--- config.mk ---
export PLATFORM = sky130hd
export DESIGN_NAME = otp_programmer
export DESIGN_NICKNAME = d
export VERILOG_FILES = /design/src/rtl/otp_pkg.sv /design/src/rtl/otp_programmer.sv /design/src/rtl/pin_sync.sv
export VERILOG_INCLUDE_DIRS = /design/src /design/src/rtl
export SDC_FILE = /design/constraint.sdc
export NUM_CORES = 1
export LEC_CHECK = 0
export BUFFER_PORTS_ARGS = -buffer_cell sky130_fd_sc_hd__buf_2
export CORE_UTILIZATION = 57
export DETAILED_ROUTE_END_ITERATION = 10
export PLACE_DENSITY = 0.86
export SYNTH_ARGS = -nofsm -noshare
export SYNTH_HDL_FRONTEND = slang
export SYNTH_SLANG_ARGS = --single-unit
--- constraint.sdc ---
create_clock -name clock -period 3.2 [get_ports clock]
set_input_delay 0.16 -clock clock [delete_from_list [all_inputs] [get_ports clock]]
set_output_delay 0.16 -clock clock [all_outputs]
set_load 0.005 [all_outputs]
--- src/rtl/otp_consts.svh ---
// constants for the one-time-programmable memory programmer
`ifndef OTP_CONSTS_SVH
`define OTP_CONSTS_SVH
`define CLK_MHZ          250
`define ADDR_W           16
`define DATA_W           8
`define LAST_ADDR        16'hffff
`define MAX_PULSES       5'h19
`define PULSE_US         100
`define PULSE_CYC        (`PULSE_US * `CLK_MHZ)
`define SETUP_US         2
`define SETUP_CYC        (`SETUP_US * `CLK_MHZ)
`define ACC_NS           70
`define ACC_CYC          ((`ACC_NS * `CLK_MHZ + 999) / 1000)
`define DV_NS            150
`define DV_CYC           ((`DV_NS * `CLK_MHZ + 999) / 1000)
`define FLOAT_NS         130
`define FLOAT_CYC        ((`FLOAT_NS * `CLK_MHZ + 999) / 1000)
`define SYNC_CYC         4
`define ID_ADDR_MFR      16'h0000
`define ID_ADDR_DEV      16'h0001
`define ID_TRIGGER_BIT   9
`define PARITY_BIT       7
`endif

--- src/rtl/otp_pkg.sv ---
// types for the memory programmer
package otp_pkg;
  typedef enum logic [2:0] {
    CMD_READ, CMD_PROGRAM, CMD_IDENT, CMD_CHECK
  } cmd_t;

  typedef struct packed {
    logic [15:0] addr;
    logic [7:0]  data;
  } req_t;

  typedef struct packed {
    logic [7:0] data;
    logic       ok;
    logic [4:0] pulses;
  } rsp_t;

  // pins toward the memory; oe low means this side drives
  typedef struct packed {
    logic [15:0] address_lines;
    logic        select_n;
    logic        gate_n;
    logic        vpp_on;
    logic        id_trigger_hv;
    logic [7:0]  data_out;
    logic        data_oe_n;
  } pins_t;

  typedef enum logic [3:0] {
    S_IDLE, S_SETUP, S_PULSE, S_HOLD, S_VSETUP, S_VREAD,
    S_ACCESS, S_FLOAT, S_DONE
  } state_t;
endpackage

--- src/rtl/otp_programmer.sv ---
// host controller that reads, programs and identifies the memory
`timescale 1ns/10ps
`include "otp_consts.svh"
module otp_programmer (
  input  wire logic          clock,
  input  wire logic          srst,
  input  wire logic          cmd_valid,
  input  otp_pkg::cmd_t      cmd,
  input  otp_pkg::req_t      req,
  output logic               cmd_ready,
  output logic               rsp_valid,
  output otp_pkg::rsp_t      rsp,
  output otp_pkg::pins_t     pins,
  input  wire logic [7:0]    data_in
);
  // ==========================================================
  // state
  // ==========================================================
  typedef struct packed {
    otp_pkg::state_t st;
    otp_pkg::cmd_t   cmd;
    otp_pkg::req_t   req;
    logic [15:0]     cnt;
    logic [4:0]      pulses;
    logic            ready;
    logic            rvalid;
    otp_pkg::rsp_t   rsp;
    otp_pkg::pins_t  pins;
  } all_t;

  all_t s_q, s_d;
  logic [7:0] din;

  pin_sync #(.W(8)) u_sync (
    .clock (clock),
    .srst  (srst),
    .pin   (data_in),
    .q     (din)
  );

  localparam logic [15:0] PULSE_CYC = 16'(`PULSE_CYC);
  localparam logic [15:0] SETUP_CYC = 16'(`SETUP_CYC);
  localparam logic [15:0] ACC_CYC   = 16'(`ACC_CYC + `SYNC_CYC);
  localparam logic [15:0] DV_CYC    = 16'(`DV_CYC + `SYNC_CYC);
  localparam logic [15:0] FLOAT_CYC = 16'(`FLOAT_CYC);

  // ==========================================================
  // next state
  // ==========================================================
  always_comb begin
    s_d = s_q;
    s_d.rvalid = 1'b0;
    case (s_q.st)
      otp_pkg::S_IDLE: begin
        s_d.ready = 1'b1;
        if (cmd_valid && s_q.ready) begin
          s_d.ready  = 1'b0;
          s_d.cmd    = cmd;
          s_d.req    = req;
          s_d.pulses = 5'h00;
          s_d.cnt    = 16'h0000;
          s_d.pins.address_lines = req.addr;
          s_d.pins.data_oe_n = 1'b1;
          s_d.pins.gate_n = 1'b1;
          s_d.pins.select_n = 1'b1;
          s_d.st = otp_pkg::S_ACCESS;
          if (cmd == otp_pkg::CMD_PROGRAM) begin
            // program voltage on, data driven, select still high
            s_d.pins.vpp_on    = 1'b1;
            s_d.pins.data_out  = req.data;
            s_d.pins.data_oe_n = 1'b0;
            s_d.st = otp_pkg::S_SETUP;
          end else if (cmd == otp_pkg::CMD_IDENT) begin
            // only line zero may differ from low
            s_d.pins.address_lines =
              {15'h0000, req.addr[0]};
            s_d.pins.id_trigger_hv = 1'b1;
            s_d.pins.select_n = 1'b0;
            s_d.pins.gate_n   = 1'b0;
          end else begin
            s_d.pins.select_n = 1'b0;
            s_d.pins.gate_n   = 1'b0;
          end
        end
      end
      otp_pkg::S_SETUP: begin
        s_d.cnt = s_q.cnt + 16'h0001;
        // after a failed verify the memory may still drive the lines,
        // so data goes on only after its float delay; setup stays 2 us
        if (s_q.cnt == FLOAT_CYC - 16'h0001) begin
          s_d.pins.data_oe_n = 1'b0;
        end
        if (s_q.cnt == SETUP_CYC + FLOAT_CYC - 16'h0001) begin
          s_d.cnt = 16'h0000;
          s_d.pins.select_n = 1'b0;
          s_d.pulses = s_q.pulses + 5'h01;
          s_d.st = otp_pkg::S_PULSE;
        end
      end
      otp_pkg::S_PULSE: begin
        s_d.cnt = s_q.cnt + 16'h0001;
        // 100 us sits inside the 95..105 us window
        if (s_q.cnt == PULSE_CYC - 16'h0001) begin
          s_d.cnt = 16'h0000;
          s_d.pins.select_n = 1'b1;
          s_d.st = otp_pkg::S_HOLD;
        end
      end
      otp_pkg::S_HOLD: begin
        s_d.cnt = s_q.cnt + 16'h0001;
        if (s_q.cnt == SETUP_CYC - 16'h0001) begin
          // release data, drop program voltage before verify
          s_d.cnt = 16'h0000;
          s_d.pins.data_oe_n = 1'b1;
          s_d.pins.vpp_on = 1'b0;
          s_d.st = otp_pkg::S_VSETUP;
        end
      end
      otp_pkg::S_VSETUP: begin
        s_d.cnt = s_q.cnt + 16'h0001;
        if (s_q.cnt == SETUP_CYC - 16'h0001) begin
          s_d.cnt = 16'h0000;
          s_d.pins.select_n = 1'b0;
          s_d.pins.gate_n   = 1'b0;
          s_d.st = otp_pkg::S_VREAD;
        end
      end
      otp_pkg::S_VREAD: begin
        s_d.cnt = s_q.cnt + 16'h0001;
        // wait covers data valid time plus synchroniser latency
        if (s_q.cnt == DV_CYC - 16'h0001) begin
          s_d.cnt = 16'h0000;
          s_d.pins.select_n = 1'b1;
          s_d.pins.gate_n   = 1'b1;
          s_d.rsp.data = din;
          if (din == s_q.req.data ||
              s_q.pulses == `MAX_PULSES) begin
            s_d.rsp.ok = (din == s_q.req.data);
            s_d.rsp.pulses = s_q.pulses;
            s_d.st = otp_pkg::S_FLOAT;
          end else begin
            // retry: program voltage on, data waits in setup
            s_d.pins.vpp_on    = 1'b1;
            s_d.st = otp_pkg::S_SETUP;
          end
        end
      end
      otp_pkg::S_ACCESS: begin
        s_d.cnt = s_q.cnt + 16'h0001;
        if (s_q.cnt == ACC_CYC - 16'h0001) begin
          s_d.cnt = 16'h0000;
          s_d.rsp.data = din;
          s_d.rsp.pulses = 5'h00;
          s_d.rsp.ok = (s_q.cmd != otp_pkg::CMD_CHECK) ||
                       (din == s_q.req.data);
          if (s_q.cmd == otp_pkg::CMD_IDENT) begin
            s_d.rsp.ok = ^din;
          end
          s_d.pins.select_n = 1'b1;
          s_d.pins.gate_n   = 1'b1;
          s_d.st = otp_pkg::S_FLOAT;
        end
      end
      otp_pkg::S_FLOAT: begin
        s_d.cnt = s_q.cnt + 16'h0001;
        // device may still drive the bus just after select rises
        if (s_q.cnt == FLOAT_CYC) begin
          s_d.cnt = 16'h0000;
          s_d.pins.id_trigger_hv = 1'b0;
          s_d.rvalid = 1'b1;
          s_d.st = otp_pkg::S_DONE;
        end
      end
      otp_pkg::S_DONE: begin
        s_d.st = otp_pkg::S_IDLE;
      end
      default: begin
        s_d.st = otp_pkg::S_IDLE;
      end
    endcase
  end

  always_ff @(posedge clock) begin
    if (srst) begin
      s_q <= '0;
      s_q.pins.select_n  <= 1'b1;
      s_q.pins.gate_n    <= 1'b1;
      s_q.pins.data_oe_n <= 1'b1;
      s_q.st <= otp_pkg::S_IDLE;
    end else begin
      s_q <= s_d;
    end
  end

  assign cmd_ready = s_q.ready;
  assign rsp_valid = s_q.rvalid;
  assign rsp       = s_q.rsp;
  assign pins      = s_q.pins;
endmodule

--- src/rtl/pin_sync.sv ---
// three-flop synchroniser with agreement check for pin inputs
`timescale 1ns/10ps
module pin_sync #(
  parameter int W = 8
) (
  input  wire logic         clock,
  input  wire logic         srst,
  input  wire logic [W-1:0] pin,
  output logic      [W-1:0] q
);
  typedef struct packed {
    logic [W-1:0] s1;
    logic [W-1:0] s2;
    logic [W-1:0] s3;
    logic [W-1:0] q;
  } sync_t;

  sync_t        r_q, r_d;
  logic [W-1:0] pick;

  // a bit moves only when the last two stages agree, so a line that
  // toggles while floating never reaches the output
  for (genvar i = 0; i < W; i++) begin : g_bit
    assign pick[i] = (r_q.s2[i] == r_q.s3[i]) ? r_q.s3[i] : r_q.q[i];
  end

  // first stage feeds only the second
  always_comb begin
    r_d    = r_q;
    r_d.s1 = pin;
    r_d.s2 = r_q.s1;
    r_d.s3 = r_q.s2;
    r_d.q  = pick;
  end

  always_ff @(posedge clock) begin
    if (srst) begin
      r_q <= '0;
    end else begin
      r_q <= r_d;
    end
  end
  assign q = r_q.q;
endmodule

==> metrics, run 1 <==
run status finished, violations left; proportion of power drawn by the clock network around 41%; largest net degree at the start of global routing 40; Ports 83; DIE HEIGHT 98.1 um; Setup WS pre-CTS 0.459 ns; cell depth of the worst min-delay path 3; crit end category register; max_slew headroom 25.5%; Synth area leaders dfxtp_1 43%, buf_4 6.1%, nand2_1 4.1%; post-synth net total 626; Clock Sinks 113; Die W around 98 um; DR vias 4527; # diodes 0; wire per inst roughly 17 um; die area 9610 sq um; Num CTS Buffers 17; Synth Area per Inst 9.02 sq um; Final Hold Viols 0; row count 34; final setup margin 0.409 ns; Mapped Cells about 580; initial core utilization 59.7%; H-tree depth 4; WL final 13100 um; RD Place Congestion 0.910; Top FF cell, synth dfxtp_1; GRT Total Usage 28.0%; worst skew pair latency 0.53 ns; post-synthesis sequential area ratio 43.0%; Synth top area share 43.0%; number of global-route vias before repair 4305; post-CTS resize count 0; area growth from synthesis to layout 20.6%; Yosys warning count 0; share of layout cells above drive strength 1 21.6%; Setup CP Type reg -> reg; skew final 0.0126 ns; Post-Place Cells 707; setup total negative slack 0 ns; PD cells 716 nW/um^2; Seq pwr share 36.5%; antenna-violating nets left 0; clk slew on worst S/H paths approximately 0.060 ns; Final Slew Violations 0; ys async rst share 0%; CP Launch Type register; max cap viols 0; first-pass GRT wire length 21100 um; Yosys reg bits 113; Port-buffer cells 82; R2R cell count 7; Cell Area, Synth 5260 sq um; min Tclk post-route 2.79 ns; Power, Total 0.00454 W; Post-synth EDFFs 0; Setup-failing EPs final 0; Detail Placement HPWL 7980 um; DR pass1 iterations 8; critical path arrival 3.21 ns; power share of the combinational group between 20% and 30%; final cell count without fillers ~770; unrepaired setup endpoints after global routing false; postcts setup bufs 0; Worst-Margin Slew 1.11 ns; GRT overflow 0; Peak Freq 358 MHz; Static Leak ~2.6 nW; TritonCTS clock tree built; antenna violations before repair 0; drt drc 1; Core ar. 8810 sq um; Tcrit/Tclk final around 87%; Net Sw Frac 33.8%; switching power total 0.00153 W; internal power ~0.003 W; via/cell ratio ~5.8; Critical Path RT approximately 3.6 ns; clk buf depth 2; unique cell type count in the Yosys netlist 66; failing checks DRC; initial DRC count 287; cts hold-fix bufs 35; clock root cell clkbuf_8; crit-path max FO 21; hold crit path type in -> reg; cell taking the most area after synthesis dfxtp_1; Hold Slack 0.139 ns; fin nets 696; VDD IR max around 0.53 mV
## power groups by stage
stage	registers [W]	clock network [W]	logic, W
floorplan	0.00162	0	0.000806
global placement	0.00167	0	0.000947
detailed placement	0.00167	0	0.000977
CTS	0.00165	0.00186	0.00102
global route	0.00167	0.00193	0.00113
finish	0.00166	0.00185	0.00103
## worst max-delay path, cell delays in order (launching register included)
cell       delay (ns)
dfxtp_1          0.45
ha_1             0.24
or4b_4           0.49
nor4_1           0.32
nor2_1           0.13
a21o_1           0.48
o2111ai_1        0.33
a21bo_2          0.24
## registers in the layout, summed over array words and instances (netlist names)
name	cells
cmd_ready	1
pins	28
rsp	14
rsp_valid	1
s_q	37
u_sync.q	8
u_sync.r_d	16
u_sync.r_q	8
## final timing paths
kind / from / slack (ns) / end
worst min-delay path: cmd_valid / 0.14 / s_q[93]$_SDFFE_PP0P_
worst max-delay path: s_q[50]$_SDFFE_PP0P_ / 0.41 / s_q[54]$_SDFFE_PP0P_
worst min register to register: u_sync.r_d[21]$_SDFF_PP0_ / 0.44 / u_sync.r_d[13]$_SDFF_PP0_
worst max register to register: s_q[50]$_SDFFE_PP0P_ / 0.41 / s_q[54]$_SDFFE_PP0P_
## cell families (layout without fill, tap and decap cells)
family	after synthesis	count (layout)	synth area share, %
AOI/OAI and AO/OA	118	118	16.5
adders and majority gates	5	5	1.19
xor gates and xnor gates	23	23	3.83
and+or+nand+nor	221	221	22.4
muxes	19	19	3.64
DFF	113	113	43.0
buffers and inverters	84	167	9.47
## placed cells by master (no fill, tap or decap), types with 3 or more instances in the layout
cell type,instances
a211oi_1,8
a21o_1,4
a21oi_1,35
a22o_1,16
a22oi_1,3
a31oi_1,3
a32o_1,5
and2_1,4
and3_1,5
buf_2,82
buf_4,11
clkbuf_16,16
dfxtp_1,113
dlygate4sd3_1,35
ha_1,5
inv_1,7
inv_6,6
inv_8,5
mux2i_1,18
nand2_1,58
nand2b_1,4
nand3_1,15
nand4_1,7
nand4b_1,3
nor2_1,42
nor2b_1,30
nor3_1,17
nor3b_1,5
nor4_1,9
nor4b_1,3
nor4bb_1,3
o21ai_0,18
xnor2_1,9
xor2_1,14
## cells in the mapped netlist, drive strengths merged (4+ instances only)
cell      n
and2      4
nand3    16
xor2     14
clkbuf   24
mux2i    18
and3      5
a21oi    35
o21ai    19
a22oi     4
nor3b     5
ha        5
xnor2     9
o311ai    5
buf      53
a32o      5
a22o     16
dfxtp   113
a21o      4
nand2b    4
inv       7
nor4      9
nor2     44
nand2    58
nand4     7
a211oi    8
nor3     17
nor2b    30
## through the flow
stage | util [%] | cell area [sq um]
after floorplan | - | 5260
after global placement | 61.5 | 5420
after detailed placement | 61.5 | 5420
after CTS | 72.0 | 6340
after global routing | 72.0 | 6340
final | 72.0 | 6340
## cell type report
type,count,area [sq um]
Multi-Input combinational cell,386,2500
Fill cell,601,2470
Sequential cell,113,2260
Timing Repair Buffer,128,843
Clock buffer,17,414
Clock inverter,15,160
Tap cell,108,135
Inverter,7,26.3
## routing by layer
| metal | routed length [um] | track usage (%) |
|---|---|---|
| met5 | 0 | 0 |
| met4 | 264 | 12.2 |
| met3 | 801 | 5.73 |
| met2 | 6420 | 47.2 |
| met1 | 5580 | 34.6 |
Note: power is estimated with default switching activity, not from simulation.
==> run 2, diff against run 1 <==
Settings changed: CELL_PAD_IN_SITES_DETAIL_PLACEMENT set to 0, CELL_PAD_IN_SITES_GLOBAL_PLACEMENT set to 1, CORE_UTILIZATION 57 to 43.
==> metrics, run 2 (synthesis results as in run 1) <==
fill count 1061; internal power 0.00313 W; Setup CP Type reg -> reg; Detail Placement HPWL 8180 um; Worst-Margin Slew 1.16 ns; RD Place Congestion 0.922; clk buf depth 2; fin nets 694; antenna-violating nets left 0; largest net degree at the start of global routing 55; antenna violations before repair 0; drt drc 0; row count 40; GRT overflow 0; H-tree depth 4; Seq pwr share 36.1%; crit-path max FO 21; clk slew on worst S/H paths 0.06 ns; initial core utilization 44.0%; Hold Slack 0.0149 ns; proportion of power drawn by the clock network 41.1%; skew final 0.00718 ns; VDD IR max 0.378 mV; delay of the slowest critical-path stage ~0.49 ns; hold crit path type in -> reg; DR pass1 iterations 4; Final Slew Violations 0; max FFs per register 37; area growth from synthesis to layout 21.6%; # diodes 0; most frequent cells in the layout 113 x dfxtp_1, 82 x buf_2, 58 x nand2_1, 42 x nor2_1, 35 x a21oi_1; initial DRC count about 200; unrepaired setup endpoints after global routing false; GRT Total Usage between 20 and 25%; Final Hold Viols 0; Tcrit/Tclk final about 88%; Post-Place Cells 746; Die W about 110 um; WL final 12300 um; clock root cell clkbuf_16; die area 12700 sq um; Setup-failing EPs final 0; share of layout cells above drive strength 1 21.7%; final core occ 53.5%; Clock Sinks 113; post-CTS resize count 0; min Tclk post-route 2.81 ns; largest register by flop count s_q; Port-buffer cells 82; most common cell after layout, fill and taps aside dfxtp_1; DR vias 4286; Ports 83; critical path arrival 3.08 ns; Critical Path RT about 3.5 ns; number of global-route vias before repair 4136; Power, Total between 0.004 and 0.005 W; PD cells about 710 nW/um^2; Core ar. around 12000 sq um; power share of the combinational group 22.8%; Net Sw Frac 31.5%; worst skew pair latency 0.42 ns; run status complete, no violations; first-pass GRT wire length 20100 um; crit end category register; max cap viols 0; TritonCTS clock tree built; switching power total 0.00144 W; via/cell ratio 5.28; Peak Freq about 360 MHz; max_slew headroom 22.1%; crit path cell chain ha_1, or4b_4, nor4_1, nor2_1, a21o_1, o311ai_4, o41ai_2; wire per inst 15.2 um; CP max-delay cell or4b_4; final cell count without fillers 811; Static Leak 2.62 nW; CP Launch Type register; Num CTS Buffers 17; setup total negative slack 0 ns; DIE HEIGHT ~110 um
==> run 2: changes by cell type in the layout (fill, tap and decap cells not counted) <==
cell / before / now
nor3_2: 0 / 1
nor3_1: 17 / 16
dlygate4sd3_1: 35 / 33
clkinv_2: 1 / 0
inv_8: 5 / 0
clkbuf_16: 16 / 17
inv_6: 6 / 4
clkbuf_1: 0 / 1
clkinvlp_4: 1 / 3
bufinv_16: 1 / 2
clkinv_4: 1 / 4
==> run 2: power groups by stage <==
stage	Clock, W	Sequential (W)	Combinational (W)
2_1_floorplan	0	0.00162	0.000806
3_3_place_gp	0	0.00167	0.000981
3_5_place_dp	0	0.00167	0.00100
4_1_cts	0.00190	0.00165	0.00103
5_1_grt	0.00197	0.00167	0.00115
6_report	0.00188	0.00165	0.00104
==> run 2: routing by layer <==
layer  track usage, %  share of wire [%]  up-vias
li1                 -                  -     2162
met1             25.5                 47     1982
met2             32.3                 45      121
met3             5.13                5.4       21
met4             9.69                2.4        0
met5                0                  0        -
==> run 2: repair_timing <==
action,in CTS,in global routing
setup buffers,0,0
endpoints found under the hold margin,35,0
hold buffers,33,0
==> run 2: worst paths after layout <==
kind              slack (ns)                  endpoint  cells after the start                       from
setup / recovery        0.39      s_q[95]$_SDFFE_PP0P_                      7       s_q[50]$_SDFFE_PP0P_
hold / removal          0.01      s_q[90]$_SDFFE_PP0P_                      3                     cmd[0]
setup reg to reg        0.39      s_q[95]$_SDFFE_PP0P_                      7       s_q[50]$_SDFFE_PP0P_
hold reg to reg         0.43  u_sync.r_d[9]$_SDFF_PP0_                      1  u_sync.r_d[17]$_SDFF_PP0_
==> run 2: area by class of cell <==
cell class / instances / area [sq um] / share of cell area, %
multi-input combinational: 386 / 2500 / 39.2
sequential: 113 / 2260 / 35.4
timing repair buffer: 126 / 823 / 12.9
clock buffer: 19 / 443 / 6.93
tap: 147 / 184 / 2.88
clock inverter: 13 / 153 / 2.39
inverter: 7 / 26.3 / 0.411
==> run 2: worst max-delay path: cells and delay by family, from the launching register on <==
family / cells / cell delay [ns]
compound gates: 3 / 0.99
simple gates: 3 / 0.98
flops: 1 / 0.44
fa+ha+maj: 1 / 0.25
==> run 2: through the flow <==
| step | worst slack [ns] | area (sq um) |
|---|---|---|
| after detailed placement | 0.447 | 5470 |
| final | 0.389 | 6390 |
| after CTS | 0.399 | 6390 |
| after global routing | 0.273 | 6390 |
| after floorplan | 0.677 | 5260 |
| after global placement | 0.561 | 5470 |
==> run 3, diff against run 2 <==
Settings changed: PLACE_DENSITY 0.86 to 0.85.
==> metrics, run 3 (synthesis results as in run 1) <==
reg2reg end s_q[95]$_SDFFE_PP0P_; GRT overflow 0; skew final 0.00898 ns; max_slew headroom 23.6%; Num CTS Buffers 17; Setup-failing EPs final 0; GRT Total Usage 20.6%; Peak Freq ~360 MHz; TritonCTS clock tree built; WL final 12500 um; RD Place Congestion 0.903; DIE HEIGHT 113 um; Hold Path Origin srst; met3 usage 5.67%; H-tree depth 4; Port-buffer cells 82; R2R cell count 7; Power, Total between 0.004 and 0.005 W; area growth from synthesis to layout 21.2%; PD cells 694 nW/um^2; Setup CP Type reg -> reg; Worst Setup SP s_q[50]$_SDFFE_PP0P_; die area 12700 sq um; Static Leak 2.62 nW; drt drc 0; max cap viols 0; Final Hold Viols 0; setup total negative slack 0 ns; first-pass GRT wire length just over 20000 um; final core occ roughly 53%; VDD IR max 0.434 mV; met1 Track Usage GR between 20% and 30%; min Tclk post-route 2.79 ns; # diodes 0; clk buf depth 2; critical path arrival 3.07 ns; via/cell ratio around 5.4; CP Launch Type register; most frequent cells in the layout 113 x dfxtp_1, 82 x buf_2, 58 x nand2_1, 42 x nor2_1; DR vias around 4400; Critical Path Sink s_q[95]$_SDFFE_PP0P_; reg2reg setup slack 0.41 ns; row count 40; postcts setup bufs 0; initial DRC count between 200 and 250; largest net degree at the start of global routing 52; share of layout cells above drive strength 1 ~22%; Die W ~110 um; crit end category register; met2 GRT Util 32.0%; Ports 83; final cell count without fillers ~800; wire per inst around 15 um; clock root cell clkbuf_16; worst skew pair latency 0.42 ns; clk slew on worst S/H paths 0.06 ns; unrepaired setup endpoints after global routing false; reg2reg start s_q[50]$_SDFFE_PP0P_; max FFs per register 37; antenna violations before repair 0; initial core utilization 44.0%; crit-path max FO 21; Core ar. roughly 12000 sq um; Final Slew Violations 0; fin nets about 700; DR pass1 iterations 4; largest register by flop count s_q; most common cell after layout, fill and taps aside dfxtp_1; Clock Sinks 113; Critical Path RT 3.47 ns; antenna-violating nets left 0; Detail Placement HPWL about 8400 um; Post-Place Cells 747; Tcrit/Tclk final 87.3%; Hold Slack ~0.14 ns; Worst-Margin Slew 1.14 ns; Most Used Layer, Global Route met2; number of global-route vias before repair between 4000 and 5000; hold crit path type in -> reg; run status complete, no violations
==> run 3: changes by cell type in the layout (fill, tap and decap cells not counted), sizes merged <==
cell,before,now
clkinv,4,6
bufinv,2,0
clkbuf,19,17
dlygate4sd3,33,35
inv,11,14
buf,93,94
clkinvlp,3,2
==> run 3: layout make-up <==
type	instances	area (sq um)
fill	1100	5590
clock buffer	17	425
sequential	113	2260
multi-input combinational	386	2500
timing repair buffer	129	851
tap	147	184
clock inverter	15	124
inverter	7	26.3
==> run 3: through the flow <==
step           worst slack, ns  area (sq um)
6_report                 0.406          6380
5_1_grt                  0.160          6380
2_1_floorplan            0.677          5260
3_5_place_dp             0.441          5480
4_1_cts                  0.416          6380
3_3_place_gp             0.552          5480
==> run 3: layer usage <==
layer | wire length, um | up-vias
met5 | 0 | -
met3 | 761 | 19
met1 | 5780 | 2035
met4 | 218 | 0
met2 | 5750 | 137
li1 | - | 2170
==> run 3: where the power goes <==
part           internal [W]  leakage (nW)  total [W]  switching (W)
sequential          0.00153         0.918    0.00165       0.000120
combinational      0.000428          1.43    0.00104       0.000611
clock               0.00101         0.267    0.00174       0.000729
total               0.00296          2.62    0.00442        0.00146
==> run 3: worst min-delay path by stage <==
stage	endpoint	slack, ns	cells past startpoint
6_report	pins[10]$_SDFFE_PP0P_	0.14	3
5_1_grt	pins[10]$_SDFFE_PP0P_	0.15	3
4_1_cts	pins[10]$_SDFFE_PP0P_	0.12	3
3_5_place_dp	u_sync.r_d[18]$_SDFF_PP0_	0.37	2
3_3_place_gp	u_sync.r_d[18]$_SDFF_PP0_	0.37	2
2_1_floorplan	pins[14]$_SDFFE_PP0P_	0.29	1
==> run 3: critical path: stages (launching register included) <==
cell and delay, ns:
dfxtp_1 0.43, ha_1 0.24, or4b_4 0.49, nor4_1 0.36, nor2_1 0.14, a21o_1 0.46, o311ai_4 0.40, o41ai_2 0.12
==> run 3: what timing repair did <==
| action | in CTS | in global routing |
|---|---|---|
| resized for setup | 0 | 0 |
| hold endpoints to repair | 40 | 0 |
| hold buffers | 35 | 0 |
